===== src/radio_xmode_pkg.sv =====
// Constants for the extended mode control and status registers
package radio_xmode_pkg;

   // ==========================================================
   // Register addresses on the serial port
   localparam logic [5:0] ADDR_RADIO_STATE = 6'h01;
   localparam logic [5:0] ADDR_STATE_CMD = 6'h02;
   localparam logic [5:0] ADDR_MPC = 6'h04;
   localparam logic [5:0] ADDR_XCTRL1 = 6'h17;
   localparam logic [5:0] ADDR_XCTRL0 = 6'h2C;

   // ==========================================================
   // Reset values and writable masks
   localparam logic [7:0] RST_MPC = 8'h20;
   localparam logic [7:0] RST_XCTRL1 = 8'h00;
   localparam logic [7:0] RST_XCTRL0 = 8'h38;
   localparam logic [7:0] MASK_MPC = 8'hFF;
   localparam logic [7:0] MASK_XCTRL1 = 8'h76;
   localparam logic [7:0] MASK_XCTRL0 = 8'hFF;
   localparam logic [4:0] RST_STATE_CMD = 5'h00;

   // ==========================================================
   // Field positions
   localparam int MPC_AUTO_FCS = 5;
   localparam int X1_RES_FILTER = 5;
   localparam int X1_RES_UPLOAD = 4;
   localparam int X1_SHORT_ACK = 2;
   localparam int X1_PROMISC = 1;
   localparam int X0_FRAME_RETRY_HI = 7;
   localparam int X0_FRAME_RETRY_LO = 4;
   localparam int X0_CA_RETRY_HI = 3;
   localparam int X0_CA_RETRY_LO = 1;
   localparam int X0_SLOTTED = 0;

   // ==========================================================
   // State commands
   localparam logic [4:0] CMD_NO_OPERATION = 5'h00;
   localparam logic [4:0] CMD_TX_LAUNCH = 5'h02;
   localparam logic [4:0] CMD_FORCED_RADIO_OFF = 5'h03;
   localparam logic [4:0] CMD_FORCED_SYNTH_ON = 5'h04;
   localparam logic [4:0] CMD_RX_ON = 5'h06;
   localparam logic [4:0] CMD_RADIO_OFF = 5'h08;
   localparam logic [4:0] CMD_SYNTH_ON = 5'h09;
   localparam logic [4:0] CMD_AUTO_ACK_RECEIVE = 5'h16;
   localparam logic [4:0] CMD_AUTO_RETRY_TRANSMIT = 5'h19;

   // ==========================================================
   // Transaction result codes
   localparam logic [2:0] RES_SUCCESS = 3'h0;
   localparam logic [2:0] RES_SUCCESS_PENDING = 3'h1;
   localparam logic [2:0] RES_SUCCESS_WAIT_ACK = 3'h2;
   localparam logic [2:0] RES_CHANNEL_FAIL = 3'h3;
   localparam logic [2:0] RES_NO_ACK = 3'h5;
   localparam logic [2:0] RES_INVALID = 3'h7;
   localparam logic [2:0] RST_RESULT = RES_SUCCESS;

   // ==========================================================
   // Acknowledgment turnaround in symbol periods and the channel access bypass code
   localparam logic [3:0] ACK_DELAY_NORMAL = 4'hC;
   localparam logic [3:0] ACK_DELAY_SHORT_SLOW = 4'h2;
   localparam logic [3:0] ACK_DELAY_SHORT_FAST = 4'h3;
   localparam logic [2:0] CA_RETRY_IMMEDIATE = 3'h7;

   // ==========================================================
   // Serial access framing
   localparam logic [1:0] SPI_READ_PREFIX = 2'h2;
   localparam logic [1:0] SPI_WRITE_PREFIX = 2'h3;
   localparam logic [2:0] SPI_LAST_BIT = 3'h7;

   // Unknown codes fall back to no operation
   function automatic logic [4:0] decode_command(input logic [4:0] code);
      case (code)
         CMD_TX_LAUNCH, CMD_FORCED_RADIO_OFF, CMD_FORCED_SYNTH_ON,
         CMD_RX_ON, CMD_RADIO_OFF, CMD_SYNTH_ON, CMD_AUTO_ACK_RECEIVE,
         CMD_AUTO_RETRY_TRANSMIT: decode_command = code;
         default: decode_command = CMD_NO_OPERATION;
      endcase
   endfunction

endpackage


===== src/radio_extended_mode_control.sv =====
// Extended mode register bank with serial access and frame decisions
`timescale 1ns/100ps

module radio_extended_mode_control #(
   parameter int ACK_CNT_WIDTH = 4
) (
   input wire logic mclk,
   input wire logic rstn,
   input wire logic spi_sclk,
   input wire logic spi_sel_n,
   input wire logic spi_mosi,
   output logic spi_miso,
   output logic spi_miso_oe,
   input wire logic [4:0] radio_state,
   input wire logic high_rate_group,
   input wire logic procedure_start,
   input wire logic result_valid,
   input wire logic [2:0] result_code,
   input wire logic tx_no_ack,
   input wire logic symbol_tick,
   input wire logic frame_done,
   input wire logic phr_valid,
   input wire logic frame_reserved_type,
   input wire logic fcs_ok,
   input wire logic filter_pass,
   input wire logic ack_requested,
   input wire logic ack_suppress,
   output logic command_strobe,
   output logic [4:0] command_code,
   output logic auto_fcs_enable,
   output logic reserved_type_filter,
   output logic reserved_type_upload,
   output logic promiscuous_enable,
   output logic [3:0] ack_delay_symbols,
   output logic [3:0] frame_retry_limit,
   output logic [2:0] channel_access_retry_limit,
   output logic csma_bypass,
   output logic slotted_operation,
   output logic retransmit,
   output logic frame_end_irq,
   output logic address_match_irq,
   output logic frame_discard,
   output logic ack_launch
);

   // ==========================================================
   // Elaboration check
   if (ACK_CNT_WIDTH < 4) begin : g_width_check
      $error("ACK_CNT_WIDTH must hold a count of twelve");
   end

   typedef enum logic [1:0] {spi_idle, spi_cmd, spi_data, spi_done} spi_state_t;

   // ==========================================================
   // Serial access and register state
   spi_state_t spi_state, next_spi_state;
   logic sclk_prev, next_sclk_prev;
   logic [2:0] bit_cnt, next_bit_cnt;
   logic [7:0] rx_shift, next_rx_shift;
   logic [7:0] tx_shift, next_tx_shift;
   logic [7:0] access_byte, next_access_byte;
   logic next_miso, next_miso_oe;
   logic [7:0] mpc, next_mpc;
   logic [7:0] xctrl1, next_xctrl1;
   logic [7:0] xctrl0, next_xctrl0;
   logic [4:0] state_cmd, next_state_cmd;
   logic next_command_strobe;
   logic [4:0] next_command_code;
   logic [7:0] read_word;
   logic [2:0] result;

   // Address is complete with the live last bit, so the word is ready for byte two
   always_comb begin
      case ({rx_shift[4:0], spi_mosi})
         radio_xmode_pkg::ADDR_RADIO_STATE: read_word = {3'h0, radio_state};
         radio_xmode_pkg::ADDR_STATE_CMD: read_word = {result, state_cmd};
         radio_xmode_pkg::ADDR_MPC: read_word = mpc;
         radio_xmode_pkg::ADDR_XCTRL1: read_word = xctrl1;
         radio_xmode_pkg::ADDR_XCTRL0: read_word = xctrl0;
         default: read_word = 8'h00;
      endcase
   end

   always_comb begin
      next_spi_state = spi_state;
      next_sclk_prev = spi_sclk;
      next_bit_cnt = bit_cnt;
      next_rx_shift = rx_shift;
      next_tx_shift = tx_shift;
      next_access_byte = access_byte;
      next_miso = spi_miso;
      next_miso_oe = spi_miso_oe;
      next_mpc = mpc;
      next_xctrl1 = xctrl1;
      next_xctrl0 = xctrl0;
      next_state_cmd = state_cmd;
      next_command_strobe = 1'b0;
      next_command_code = command_code;
      if (spi_sel_n) begin
         next_spi_state = spi_idle;
         next_bit_cnt = 3'h0;
         next_miso = 1'b0;
         next_miso_oe = 1'b0;
      end else begin
         case (spi_state)
            spi_idle: begin
               next_spi_state = spi_cmd;
               next_bit_cnt = 3'h0;
               next_miso_oe = 1'b1;
            end
            spi_cmd: begin
               if (spi_sclk && !sclk_prev) begin
                  next_rx_shift = {rx_shift[6:0], spi_mosi};
                  next_bit_cnt = bit_cnt + 3'h1;
                  if (bit_cnt == radio_xmode_pkg::SPI_LAST_BIT) begin
                     next_access_byte = {rx_shift[6:0], spi_mosi};
                     next_tx_shift = read_word;
                     next_spi_state = spi_data;
                  end
               end
            end
            spi_data: begin
               // Data changes on the falling edge for a mode 0 master
               if (!spi_sclk && sclk_prev) begin
                  next_miso = tx_shift[7];
                  next_tx_shift = {tx_shift[6:0], 1'b0};
               end
               if (spi_sclk && !sclk_prev) begin
                  next_rx_shift = {rx_shift[6:0], spi_mosi};
                  next_bit_cnt = bit_cnt + 3'h1;
                  if (bit_cnt == radio_xmode_pkg::SPI_LAST_BIT) begin
                     next_spi_state = spi_done;
                     if (access_byte[7:6] == radio_xmode_pkg::SPI_WRITE_PREFIX) begin
                        case (access_byte[5:0])
                           radio_xmode_pkg::ADDR_STATE_CMD: begin
                              next_state_cmd = rx_shift[3:0] == 4'h0 &&
                                 !spi_mosi ? 5'h00 : {rx_shift[3:0], spi_mosi};
                              next_command_strobe = 1'b1;
                              next_command_code = radio_xmode_pkg::decode_command(
                                 {rx_shift[3:0], spi_mosi});
                           end
                           radio_xmode_pkg::ADDR_MPC:
                              next_mpc = {rx_shift[6:0], spi_mosi} &
                                 radio_xmode_pkg::MASK_MPC;
                           radio_xmode_pkg::ADDR_XCTRL1:
                              next_xctrl1 = {rx_shift[6:0], spi_mosi} &
                                 radio_xmode_pkg::MASK_XCTRL1;
                           radio_xmode_pkg::ADDR_XCTRL0:
                              next_xctrl0 = {rx_shift[6:0], spi_mosi} &
                                 radio_xmode_pkg::MASK_XCTRL0;
                           default: ;
                        endcase
                     end
                  end
               end
            end
            spi_done: begin
               // Further bytes in the same selection are ignored
               if (!spi_sclk && sclk_prev) begin
                  next_miso = 1'b0;
               end
            end
            default: next_spi_state = spi_idle;
         endcase
      end
   end

   always_ff @(posedge mclk or negedge rstn) begin
      if (!rstn) begin
         spi_state <= spi_idle;
         sclk_prev <= 1'b0;
         bit_cnt <= 3'h0;
         rx_shift <= 8'h00;
         tx_shift <= 8'h00;
         access_byte <= 8'h00;
         spi_miso <= 1'b0;
         spi_miso_oe <= 1'b0;
         mpc <= radio_xmode_pkg::RST_MPC;
         xctrl1 <= radio_xmode_pkg::RST_XCTRL1;
         xctrl0 <= radio_xmode_pkg::RST_XCTRL0;
         state_cmd <= radio_xmode_pkg::RST_STATE_CMD;
         command_strobe <= 1'b0;
         command_code <= radio_xmode_pkg::CMD_NO_OPERATION;
      end else begin
         spi_state <= next_spi_state;
         sclk_prev <= next_sclk_prev;
         bit_cnt <= next_bit_cnt;
         rx_shift <= next_rx_shift;
         tx_shift <= next_tx_shift;
         access_byte <= next_access_byte;
         spi_miso <= next_miso;
         spi_miso_oe <= next_miso_oe;
         mpc <= next_mpc;
         xctrl1 <= next_xctrl1;
         xctrl0 <= next_xctrl0;
         state_cmd <= next_state_cmd;
         command_strobe <= next_command_strobe;
         command_code <= next_command_code;
      end
   end

   // ==========================================================
   // Configuration fields
   assign auto_fcs_enable = mpc[radio_xmode_pkg::MPC_AUTO_FCS];
   assign reserved_type_filter = xctrl1[radio_xmode_pkg::X1_RES_FILTER];
   assign reserved_type_upload = xctrl1[radio_xmode_pkg::X1_RES_UPLOAD];
   assign promiscuous_enable = xctrl1[radio_xmode_pkg::X1_PROMISC];
   assign frame_retry_limit = xctrl0[radio_xmode_pkg::X0_FRAME_RETRY_HI:
      radio_xmode_pkg::X0_FRAME_RETRY_LO];
   assign channel_access_retry_limit = xctrl0[radio_xmode_pkg::X0_CA_RETRY_HI:
      radio_xmode_pkg::X0_CA_RETRY_LO];
   assign slotted_operation = xctrl0[radio_xmode_pkg::X0_SLOTTED];

   // ==========================================================
   // Transaction result and retries
   logic [3:0] retry_cnt, next_retry_cnt;
   logic [2:0] next_result;
   logic next_retransmit, next_csma_bypass;
   logic [3:0] next_ack_delay;

   always_comb begin
      next_result = result;
      next_retry_cnt = retry_cnt;
      next_retransmit = 1'b0;
      // Start wins: a stale completion must not overwrite the new run
      if (procedure_start) begin
         next_result = radio_xmode_pkg::RES_INVALID;
         next_retry_cnt = 4'h0;
      end else if (result_valid) begin
         next_result = result_code;
      end else if (tx_no_ack) begin
         if (retry_cnt < frame_retry_limit) begin
            next_retransmit = 1'b1;
            next_retry_cnt = retry_cnt + 4'h1;
         end else begin
            next_result = radio_xmode_pkg::RES_NO_ACK;
         end
      end
      next_csma_bypass = channel_access_retry_limit ==
         radio_xmode_pkg::CA_RETRY_IMMEDIATE;
      if (!xctrl1[radio_xmode_pkg::X1_SHORT_ACK]) begin
         next_ack_delay = radio_xmode_pkg::ACK_DELAY_NORMAL;
      end else if (high_rate_group) begin
         next_ack_delay = radio_xmode_pkg::ACK_DELAY_SHORT_FAST;
      end else begin
         next_ack_delay = radio_xmode_pkg::ACK_DELAY_SHORT_SLOW;
      end
   end

   always_ff @(posedge mclk or negedge rstn) begin
      if (!rstn) begin
         result <= radio_xmode_pkg::RST_RESULT;
         retry_cnt <= 4'h0;
         retransmit <= 1'b0;
         csma_bypass <= 1'b0;
         ack_delay_symbols <= radio_xmode_pkg::ACK_DELAY_NORMAL;
      end else begin
         result <= next_result;
         retry_cnt <= next_retry_cnt;
         retransmit <= next_retransmit;
         csma_bypass <= next_csma_bypass;
         ack_delay_symbols <= next_ack_delay;
      end
   end

   // ==========================================================
   // Receive decisions and acknowledgment timing
   logic ack_wait, next_ack_wait;
   logic [ACK_CNT_WIDTH-1:0] ack_cnt, next_ack_cnt;
   logic next_frame_end, next_ami, next_discard, next_ack_launch;

   always_comb begin
      next_frame_end = 1'b0;
      next_ami = 1'b0;
      next_discard = 1'b0;
      next_ack_launch = 1'b0;
      next_ack_wait = ack_wait;
      next_ack_cnt = ack_cnt;
      if (ack_wait && symbol_tick) begin
         if (ack_cnt <= ACK_CNT_WIDTH'(1)) begin
            next_ack_launch = 1'b1;
            next_ack_wait = 1'b0;
         end else begin
            next_ack_cnt = ack_cnt - ACK_CNT_WIDTH'(1);
         end
      end
      if (frame_done && phr_valid) begin
         if (frame_reserved_type && !reserved_type_upload) begin
            next_discard = 1'b1;
         end else if (frame_reserved_type && !reserved_type_filter) begin
            next_frame_end = fcs_ok || promiscuous_enable;
         end else begin
            // Normal frames and filtered reserved frames share this path
            next_ami = filter_pass;
            next_frame_end = (filter_pass && fcs_ok) ||
               promiscuous_enable;
            if (filter_pass && fcs_ok && ack_requested && !ack_suppress) begin
               next_ack_wait = 1'b1;
               next_ack_cnt = ACK_CNT_WIDTH'(ack_delay_symbols);
            end
         end
      end
   end

   always_ff @(posedge mclk or negedge rstn) begin
      if (!rstn) begin
         ack_wait <= 1'b0;
         ack_cnt <= '0;
         frame_end_irq <= 1'b0;
         address_match_irq <= 1'b0;
         frame_discard <= 1'b0;
         ack_launch <= 1'b0;
      end else begin
         ack_wait <= next_ack_wait;
         ack_cnt <= next_ack_cnt;
         frame_end_irq <= next_frame_end;
         address_match_irq <= next_ami;
         frame_discard <= next_discard;
         ack_launch <= next_ack_launch;
      end
   end

endmodule


===== config.mk =====
export PLATFORM = sky130hd
export DESIGN_NAME = radio_extended_mode_control
export DESIGN_NICKNAME = d
export VERILOG_FILES = /design/src/radio_xmode_pkg.sv /design/src/radio_extended_mode_control.sv
export SDC_FILE = /design/constraint.sdc
export NUM_CORES = 1
export LEC_CHECK = 0
export BUFFER_PORTS_ARGS = -buffer_cell sky130_fd_sc_hd__buf_2
export CORE_UTILIZATION = 45
export DETAILED_ROUTE_END_ITERATION = 16
export PLACE_DENSITY_LB_ADDON = 0.12
export SLEW_MARGIN = 20
export SYNTH_ARGS = -nofsm -noshare
export SYNTH_HDL_FRONTEND = slang
export SYNTH_SLANG_ARGS = --single-unit

===== constraint.sdc =====
create_clock -name mclk -period 2.3 [get_ports mclk]
set_input_delay 0.115 -clock mclk [delete_from_list [all_inputs] [get_ports mclk]]
set_output_delay 0.115 -clock mclk [all_outputs]
set_load 0.02 [all_outputs]

==> results of run 1 <==
==> cells in the final DEF, fill, tap and decap left out, types with 12 or more instances in the layout <==
master	count
sky130_fd_sc_hd__a21oi_1	13
sky130_fd_sc_hd__mux2_2	34
sky130_fd_sc_hd__nand2_1	32
sky130_fd_sc_hd__buf_4	12
sky130_fd_sc_hd__ha_1	12
sky130_fd_sc_hd__o21ai_0	22
sky130_fd_sc_hd__inv_1	18
sky130_fd_sc_hd__nor2_1	19
sky130_fd_sc_hd__buf_2	53
sky130_fd_sc_hd__dfrtp_1	79
==> cell usage after synthesis, types with 5 or more instances <==
master,number
sky130_fd_sc_hd__a21oi_1,13
sky130_fd_sc_hd__a22o_1,10
sky130_fd_sc_hd__clkbuf_1,5
sky130_fd_sc_hd__dfrtp_1,79
sky130_fd_sc_hd__dfstp_2,5
sky130_fd_sc_hd__ha_1,12
sky130_fd_sc_hd__inv_1,18
sky130_fd_sc_hd__mux2_2,34
sky130_fd_sc_hd__nand2_1,32
sky130_fd_sc_hd__nand2b_1,7
sky130_fd_sc_hd__nand3_1,7
sky130_fd_sc_hd__nor2_1,19
sky130_fd_sc_hd__nor2b_1,5
sky130_fd_sc_hd__nor3b_1,5
sky130_fd_sc_hd__o21ai_0,22
sky130_fd_sc_hd__o31ai_1,5
==> where the power goes <==
group	switching, W	internal, W
logic	0.000548	0.000420
clock network	0.000512	0.000531
registers	0.000214	0.00163
total	0.00127	0.00258
==> flip-flops by register name, indices dropped and copies added, names as in the netlist, 5 cells and up <==
register	count
access_byte	8
command_code	5
mpc	8
rx_shift	7
state_cmd	5
tx_shift	8
xctrl0	8
xctrl1	5
==> cell families (layout without fill, tap and decap cells) <==
group                      count (synthesis)  in the layout
AOI/OAI and AO/OA                         82             82
xor gates and xnor gates                   2              2
adders and majority gates                 12             12
buffers and inverters                     33            105
DFF                                       84             84
muxes                                     37             37
and+or+nand+nor                          105            105
==> routing by layer <==
layer / global-route usage, % / vias up
li1: - / 1408
met1: 29.3 / 1472
met2: 33.2 / 46
met3: 4.19 / 8
met4: 6.74 / 0
met5: 0 / -
==> what timing repair did <==
item,4_1_cts,5_1_grt
resized for setup,0,0
setup buffers,0,0
hold endpoints to repair,41,0
hold buffers,5,0
==> through the flow <==
step	setup WS [ps]	area (µm²)	cells	hold WS, ps
6_report	252	4670	535	16.1
5_1_grt	121	4670	535	12.4
3_5_place_dp	263	4420	514	139
2_1_floorplan	392	4010	355	-181
3_3_place_gp	317	4420	514	132
4_1_cts	248	4670	535	1.81
==> critical path, cell delays in order, from the launching register on <==
cell	delay, ps
sky130_fd_sc_hd__dfrtp_1	360
sky130_fd_sc_hd__ha_1	150
sky130_fd_sc_hd__ha_1	190
sky130_fd_sc_hd__nor3b_2	320
sky130_fd_sc_hd__and4_1	530
sky130_fd_sc_hd__mux2_2	380
==> how the worst max path moves through the flow <==
| stage | cells after the start | from | end | slack (ps) |
|---|---|---|---|---|
| 6_report | 5 | bit_cnt[0]$_DFFE_PN0P_ | xctrl0[1]$_DFFE_PN0P_ | 250 |
| 5_1_grt | 6 | xctrl0[5]$_DFFE_PN1P_ | retry_cnt[2]$_DFFE_PN0P_ | 120 |
| 4_1_cts | 5 | bit_cnt[0]$_DFFE_PN0P_ | xctrl0[2]$_DFFE_PN0P_ | 250 |
| 3_5_place_dp | 6 | xctrl0[5]$_DFFE_PN1P_ | retry_cnt[3]$_DFFE_PN0P_ | 260 |
| 3_3_place_gp | 5 | bit_cnt[0]$_DFFE_PN0P_ | xctrl0[1]$_DFFE_PN0P_ | 320 |
| 2_1_floorplan | 6 | xctrl0[5]$_DFFE_PN1P_ | retry_cnt[3]$_DFFE_PN0P_ | 390 |
==> final cells by class <==
class / instances / area [µm²]
Clock buffer: 12 / 145
Clock inverter: 4 / 48.8
Fill cell: 806 / 4010
Inverter: 18 / 67.6
Multi-Input combinational cell: 238 / 1740
Sequential cell: 84 / 2110
Tap cell: 108 / 135
Timing Repair Buffer: 71 / 425
==> results by group, run 1 <==
Placed design
  – Final weighted congestion in routability-driven placement: 0.885
  – Port bufs: 54
  – Dpl hpwl: 6510 µm

Worst setup path
  – Kind of launch point of the worst setup path: flop
  – Critical setup path kind: reg -> reg
  – Critical Path Fanout Max: 11
  – Sort of element at the end of the critical path: flop
  – Reg2Reg Setup Slack: 250 ps
  – Worst r2r src: bit_cnt[0]$_DFFE_PN0P_
  – Worst flop-to-flop path endpoint: xctrl0[1]$_DFFE_PN0P_
  – Worst path required time: 2530 ps
  – Worst-case reg-to-reg path depth: 5
  – Signal arrival time at the worst endpoint: 2280 ps

Synthesis
  – Post-synthesis area per instance: 11.3 µm²
  – Post-synthesis net count: 392
  – Netlist area before placement: 4010 µm²
  – Biggest area contributors in the synthesized netlist: sky130_fd_sc_hd__dfrtp_1, sky130_fd_sc_hd__mux2_2, sky130_fd_sc_hd__ha_1
  – Post-synth EDFFs: 0
  – Fraction of synthesized cell area in xor and xnor cells: 0.437%
  – Post-synthesis simple-gate area fraction: 14.3%
  – Yosys synthesis warning count: 0
  – Number of different library cells in the post-synthesis netlist: 58
  – Synth Instances: 355
  – Register area share after synthesis: 52.6%
  – Share of the synthesized area in the top cell type: 49.4%
  – Main combinational cell family by area after synthesis: compound AO/OA/AOI/OAI gates
  – Arithmetic-cell share of the synthesized area counting full adders, half adders and majority gates: 3.75%
  – Share of cell area taken by muxes after synthesis: 10.3%
  – Asr flop ratio synth: 100%
  – Yosys reg bits: 84
  – Ys flop type: sky130_fd_sc_hd__dfrtp_1
  – Most area-hungry cell type in the Yosys netlist: sky130_fd_sc_hd__dfrtp_1
  – Synthesized-area fraction occupied by ao, oa, aoi and oai cells: 14.5%

Pwr
  – P per Cell Area: 826 nW/µm²
  – Total power after layout: 0.00385 W
  – Leak: 2.28 nW
  – Maximum ir drop on the vdd rail: 0.318 mV

Timing
  – Upper clock frequency limit: 488 MHz
  – Final max-slew violation count: 0
  – Final number of hold-violating endpoints: 0
  – Setup TNS: 0 ps
  – RSZ-0062 raised after global routing: false
  – Portion of the clock cycle consumed by the worst path in the final layout: 89.1%
  – Final-report setup violation count: 0
  – Slew at the pin closest to its max-slew limit: 864 ps
  – Worst clock skew on the final layout: 6.51 ps
  – Remaining max-slew budget at the tightest pin: 41.9%
  – Shortest period the worst path allows: 2050 ps

Cells and area
  – Share of final-layout standard cells stronger than drive strength 1: 31.6%
  – Final #Nets: 459
  – Utilization after layout: 53.8%
  – Diodes inserted: 0
  – Synth-to-Final Area Change: 16.5%

Routing
  – Drt pass-1 iters: 4
  – Antenna viol nets, final: 0
  – Routed len/inst: 16.7 µm
  – Via total after detailed routing: 2,934
  – Met3 WL: 303 µm
  – Overall routed net length: 8930 µm
  – Residual DRC: 0
  – DR vias/cell: 5.48
  – DR WL met2: 4280 µm
  – Starting DRC count in detailed routing: 138
  – Metal-1 WL: 4250 µm
  – Topmost layer with routed signal wires: met4

Job
  – Max Cap Violations: 0

Hold path
  – Critical hold path startpoint: result_code[2]
  – Worst min path class: in -> reg
  – Hold Path Sink: result[2]$_DFFE_PN0P_
  – WHS Path Cells: 3

Floorplanning
  – Die W: 96.3 µm
  – Initial core utilization: 46.2%
  – Die Y-Extent: 96.3 µm
  – Number of rows created at floorplan: 34
  – Die Footprint: 9280 µm²
  – I/O Pins: 55
  – Area of the core: 8680 µm²

CTS
  – Clock tree from TritonCTS: yes
  – Clock-pin transition on the worst setup and hold timing paths: 80 ps
  – Root buffer selected by CTS: sky130_fd_sc_hd__clkbuf_8
  – CTS Buf Count: 9
  – H-tree levels: 3
  – Sinks on Clock Net: 84
  – Maximum buffer depth of the clock tree: 2
  – Clock latency on the worst-skew pair: 350 ps

Global route
  – Total congestion overflow: 0
  – Maximum number of pins on one net before global-route repair: 46
  – Via count of the first global-routing pass: 2,802
  – Global-route total usage across every layer: 21.1%
  – Wire length of the first global-routing pass: 14,300 µm
  – Antenna violations before repair: 0

Status
  – Outcome: completed
(Power assumes the default switching activity.)
==> run 2, diff against run 1 <==
--- a/config.mk
+++ b/config.mk
@@ -6,6 +6,8 @@
 export NUM_CORES = 1
 export LEC_CHECK = 0
 export BUFFER_PORTS_ARGS = -buffer_cell sky130_fd_sc_hd__buf_2
+export CELL_PAD_IN_SITES_DETAIL_PLACEMENT = 1
+export CELL_PAD_IN_SITES_GLOBAL_PLACEMENT = 1
 export CORE_UTILIZATION = 45
 export DETAILED_ROUTE_END_ITERATION = 16
 export PLACE_DENSITY_LB_ADDON = 0.12
==> run 2 against run 1 <==
  * Clock power is essentially flat
  * Routed wire length grew 9.6%
  * Critical endpoint is now xctrl1[6]$_DFFE_PN0P_
  * Via count grew 1.6%
  * First-iteration DRC count grew 33%
  * Die area is the same
==> results by group, run 2 (same netlist as run 1, synthesis figures left out) <==
Timing
  – Remaining max-slew budget at the tightest pin: 61.6% (+20 points)
  – Portion of the clock cycle consumed by the worst path in the final layout: 91.4% (+2.3 points)
  – Slew at the pin closest to its max-slew limit: 575 ps (-288 ps)
  – Shortest period the worst path allows: 2100 ps (+53.4 ps)
  – Upper clock frequency limit: 476 MHz (-2.5%)
  – RSZ-0062 raised after global routing: false
  – Final-report setup violation count: 0 (unchanged)
  – Setup TNS: 0 ps (unchanged)
  – Final max-slew violation count: 0 (unchanged)
  – Worst clock skew on the final layout: 9.32 ps (+2.80 ps)
  – Final number of hold-violating endpoints: 0 (unchanged)

Hold path
  – Worst min path class: in -> reg
  – Hold Path Sink: retry_cnt[3]$_DFFE_PN0P_
  – Critical hold path startpoint: procedure_start
  – WHS Path Cells: 2 (-1)

Pwr
  – Combinational fraction of design power: 26.2% (+1.1 points)
  – Power spent charging and discharging nets: 0.00130 W (+2.2%)
  – P per Cell Area: 828 nW/µm² (+0.23%)
  – Maximum ir drop on the vdd rail: 0.452 mV (+42%)
  – Switching share of total power: 33.5% (+0.44 points)
  – Clock network power share: 27.3% (+0.2 points)
  – Sequential share of power: 46.4% (-1.4 points)
  – Int Pwr: 0.00259 W (+0.17%)
  – Leak: 2.30 nW (+0.66%)

Floorplanning
  – Number of rows created at floorplan: 34 (unchanged)
  – Area of the core: 8680 µm² (unchanged)
  – Die Y-Extent: 96.3 µm (unchanged)
  – Initial core utilization: 46.2% (unchanged)
  – I/O Pins: 55 (unchanged)
  – Die Footprint: 9280 µm² (unchanged)
  – Die W: 96.3 µm (unchanged)

Global route
  – Met1 demand-to-capacity share in global routing: 31.9% (+2.6 points)
  – Total congestion overflow: 0 (unchanged)
  – Via count of the first global-routing pass: 2,928 (+4.5%)
  – Antenna violations before repair: 0 (unchanged)
  – Maximum number of pins on one net before global-route repair: 47 (+2.2%)
  – Fraction of met2 tracks used by global routing: 37.5% (+4.3 points)
  – Global-route total usage across every layer: 23.3% (+2.2 points)
  – Wire length of the first global-routing pass: 15,700 µm (+9.4%)
  – Highest-utilization routing layer at the global route stage: met2
  – GR Layer Usage met3: 4.50% (+0.32 points)

CTS
  – Clock-pin transition on the worst setup and hold timing paths: 90 ps (about the same)
  – CTS Buf Count: 9 (unchanged)
  – Sinks on Clock Net: 84 (unchanged)
  – Root buffer selected by CTS: sky130_fd_sc_hd__clkbuf_8
  – H-tree levels: 3 (unchanged)
  – Clock tree from TritonCTS: yes
  – Clock latency on the worst-skew pair: 360 ps (about the same)
  – Resize count post-CTS: 0 (unchanged)
  – Maximum buffer depth of the clock tree: 2 (unchanged)
  – Number of buffers added for setup after CTS: 0 (unchanged)

Worst setup path
  – Kind of launch point of the worst setup path: flop
  – Worst-case reg-to-reg path depth: 6 (+1)
  – Critical Path Fanout Max: 5 (-6)
  – Sort of element at the end of the critical path: flop
  – Worst path required time: 2540 ps (about the same)
  – Worst r2r src: bit_cnt[1]$_DFFE_PN0P_
  – Signal arrival time at the worst endpoint: 2350 ps (+70 ps)
  – Reg2Reg Setup Slack: 200 ps (-50 ps)
  – Critical setup path kind: reg -> reg
  – Setup crit start: bit_cnt[1]$_DFFE_PN0P_
  – Worst flop-to-flop path endpoint: xctrl1[6]$_DFFE_PN0P_

Placed design
  – Port bufs: 54 (unchanged)
  – Dpl hpwl: 7080 µm (+8.8%)
  – Cell area after placement: 4430 µm² (+0.17%)
  – Final weighted congestion in routability-driven placement: 0.769 (-13%)

Routing
  – Residual DRC: 0 (unchanged)
  – Antenna viol nets, final: 0 (unchanged)
  – Via total after detailed routing: 2,982 (+1.6%)
  – Routed len/inst: 18.2 µm (+9.0%)
  – DR vias/cell: 5.54 (+1.1%)
  – Drt pass-1 iters: 4 (unchanged)
  – Overall routed net length: 9790 µm (+9.6%)
  – Starting DRC count in detailed routing: 184 (+33%)

Status
  – Outcome: completed

Cells and area
  – Reg area: 2110 µm² (unchanged)
  – Most used cells in the layout excluding fill and tap cells: sky130_fd_sc_hd__dfrtp_1, sky130_fd_sc_hd__buf_2, sky130_fd_sc_hd__mux2_2, sky130_fd_sc_hd__nand2_1, sky130_fd_sc_hd__o21ai_0
  – Post-route cell area: 4690 µm² (+0.59%)
  – Multi-input gate area in the final layout: 1740 µm² (unchanged)
  – Share of final-layout standard cells stronger than drive strength 1: 31.6% (about the same)
  – Final #Nets: 462 (+0.65%)
  – Synth-to-Final Area Change: 17.2%
  – Diodes inserted: 0 (unchanged)
  – Most common library cell in the layout ignoring fill and taps: sky130_fd_sc_hd__dfrtp_1
  – Total of fill cells in the finished design: 953 (+18%)

Job
  – Max Cap Violations: 0 (unchanged)
run 2: cell count changes in the layout (fill, tap and decap cells not counted):
cell,delta
sky130_fd_sc_hd__dlygate4sd3_1,+2
sky130_fd_sc_hd__buf_4,+1
run 2: worst max path at each step:
stage and to:
2_1_floorplan retry_cnt[3]$_DFFE_PN0P_, 3_3_place_gp tx_shift[0]$_DFFE_PN0P_, 3_5_place_dp xctrl1[6]$_DFFE_PN0P_, 4_1_cts xctrl1[6]$_DFFE_PN0P_, 5_1_grt xctrl1[6]$_DFFE_PN0P_, 6_report xctrl1[6]$_DFFE_PN0P_
run 2: layout make-up:
class,count,area share (%)
Clock inverter,4,1.04
Clock buffer,12,3.09
Timing Repair Buffer,74,9.65
Inverter,18,1.44
Sequential cell,84,44.9
Tap cell,108,2.88
Multi-Input combinational cell,238,37.0
run 2: critical path: stages (launching register included):
cell	delay (ps)
sky130_fd_sc_hd__dfrtp_1	380
sky130_fd_sc_hd__ha_1	170
sky130_fd_sc_hd__ha_1	190
sky130_fd_sc_hd__nor3b_2	330
sky130_fd_sc_hd__nand2_1	190
sky130_fd_sc_hd__nor3_4	360
sky130_fd_sc_hd__mux2_2	380
run 2: metal layers:
| metal | part of all wire (%) | wire length, µm |
|---|---|---|
| met1 | 47 | 4580 |
| met2 | 48 | 4720 |
| met3 | 3.8 | 371 |
| met4 | 1.2 | 121 |
| met5 | 0 | 0 |
run 2: timing repair:
| action | CTS | global route |
|---|---|---|
| endpoints found under the hold margin | 42 | 0 |
| hold buffers | 7 | 0 |
| setup endpoints to repair | 0 | 0 |
run 2: power groups by stage:
| stage | combinational, W | sequential, W | clock [W] |
|---|---|---|---|
| after floorplan | 0.000711 | 0.00178 | 0 |
| after global placement | 0.000987 | 0.00183 | 0 |
| after CTS | 0.00103 | 0.00181 | 0.00109 |
| after detailed placement | 0.00102 | 0.00184 | 0 |
| final | 0.00102 | 0.00180 | 0.00106 |
| after global routing | 0.00115 | 0.00184 | 0.00114 |
run 2: per-stage QoR:
step | worst slack [ps] | std cells | power [W] | util, % | hold slack [ps]
after detailed placement | 244 | 515 | 0.00285 | 51.0 | 134
after global placement | 342 | 515 | 0.00281 | 51.0 | 132
after CTS | 217 | 538 | 0.00393 | 54.1 | 5.80
final | 198 | 538 | 0.00389 | 54.1 | 7.43
after floorplan | 392 | 355 | 0.00249 | - | -181
after global routing | 57.2 | 538 | 0.00413 | 54.1 | 6.78
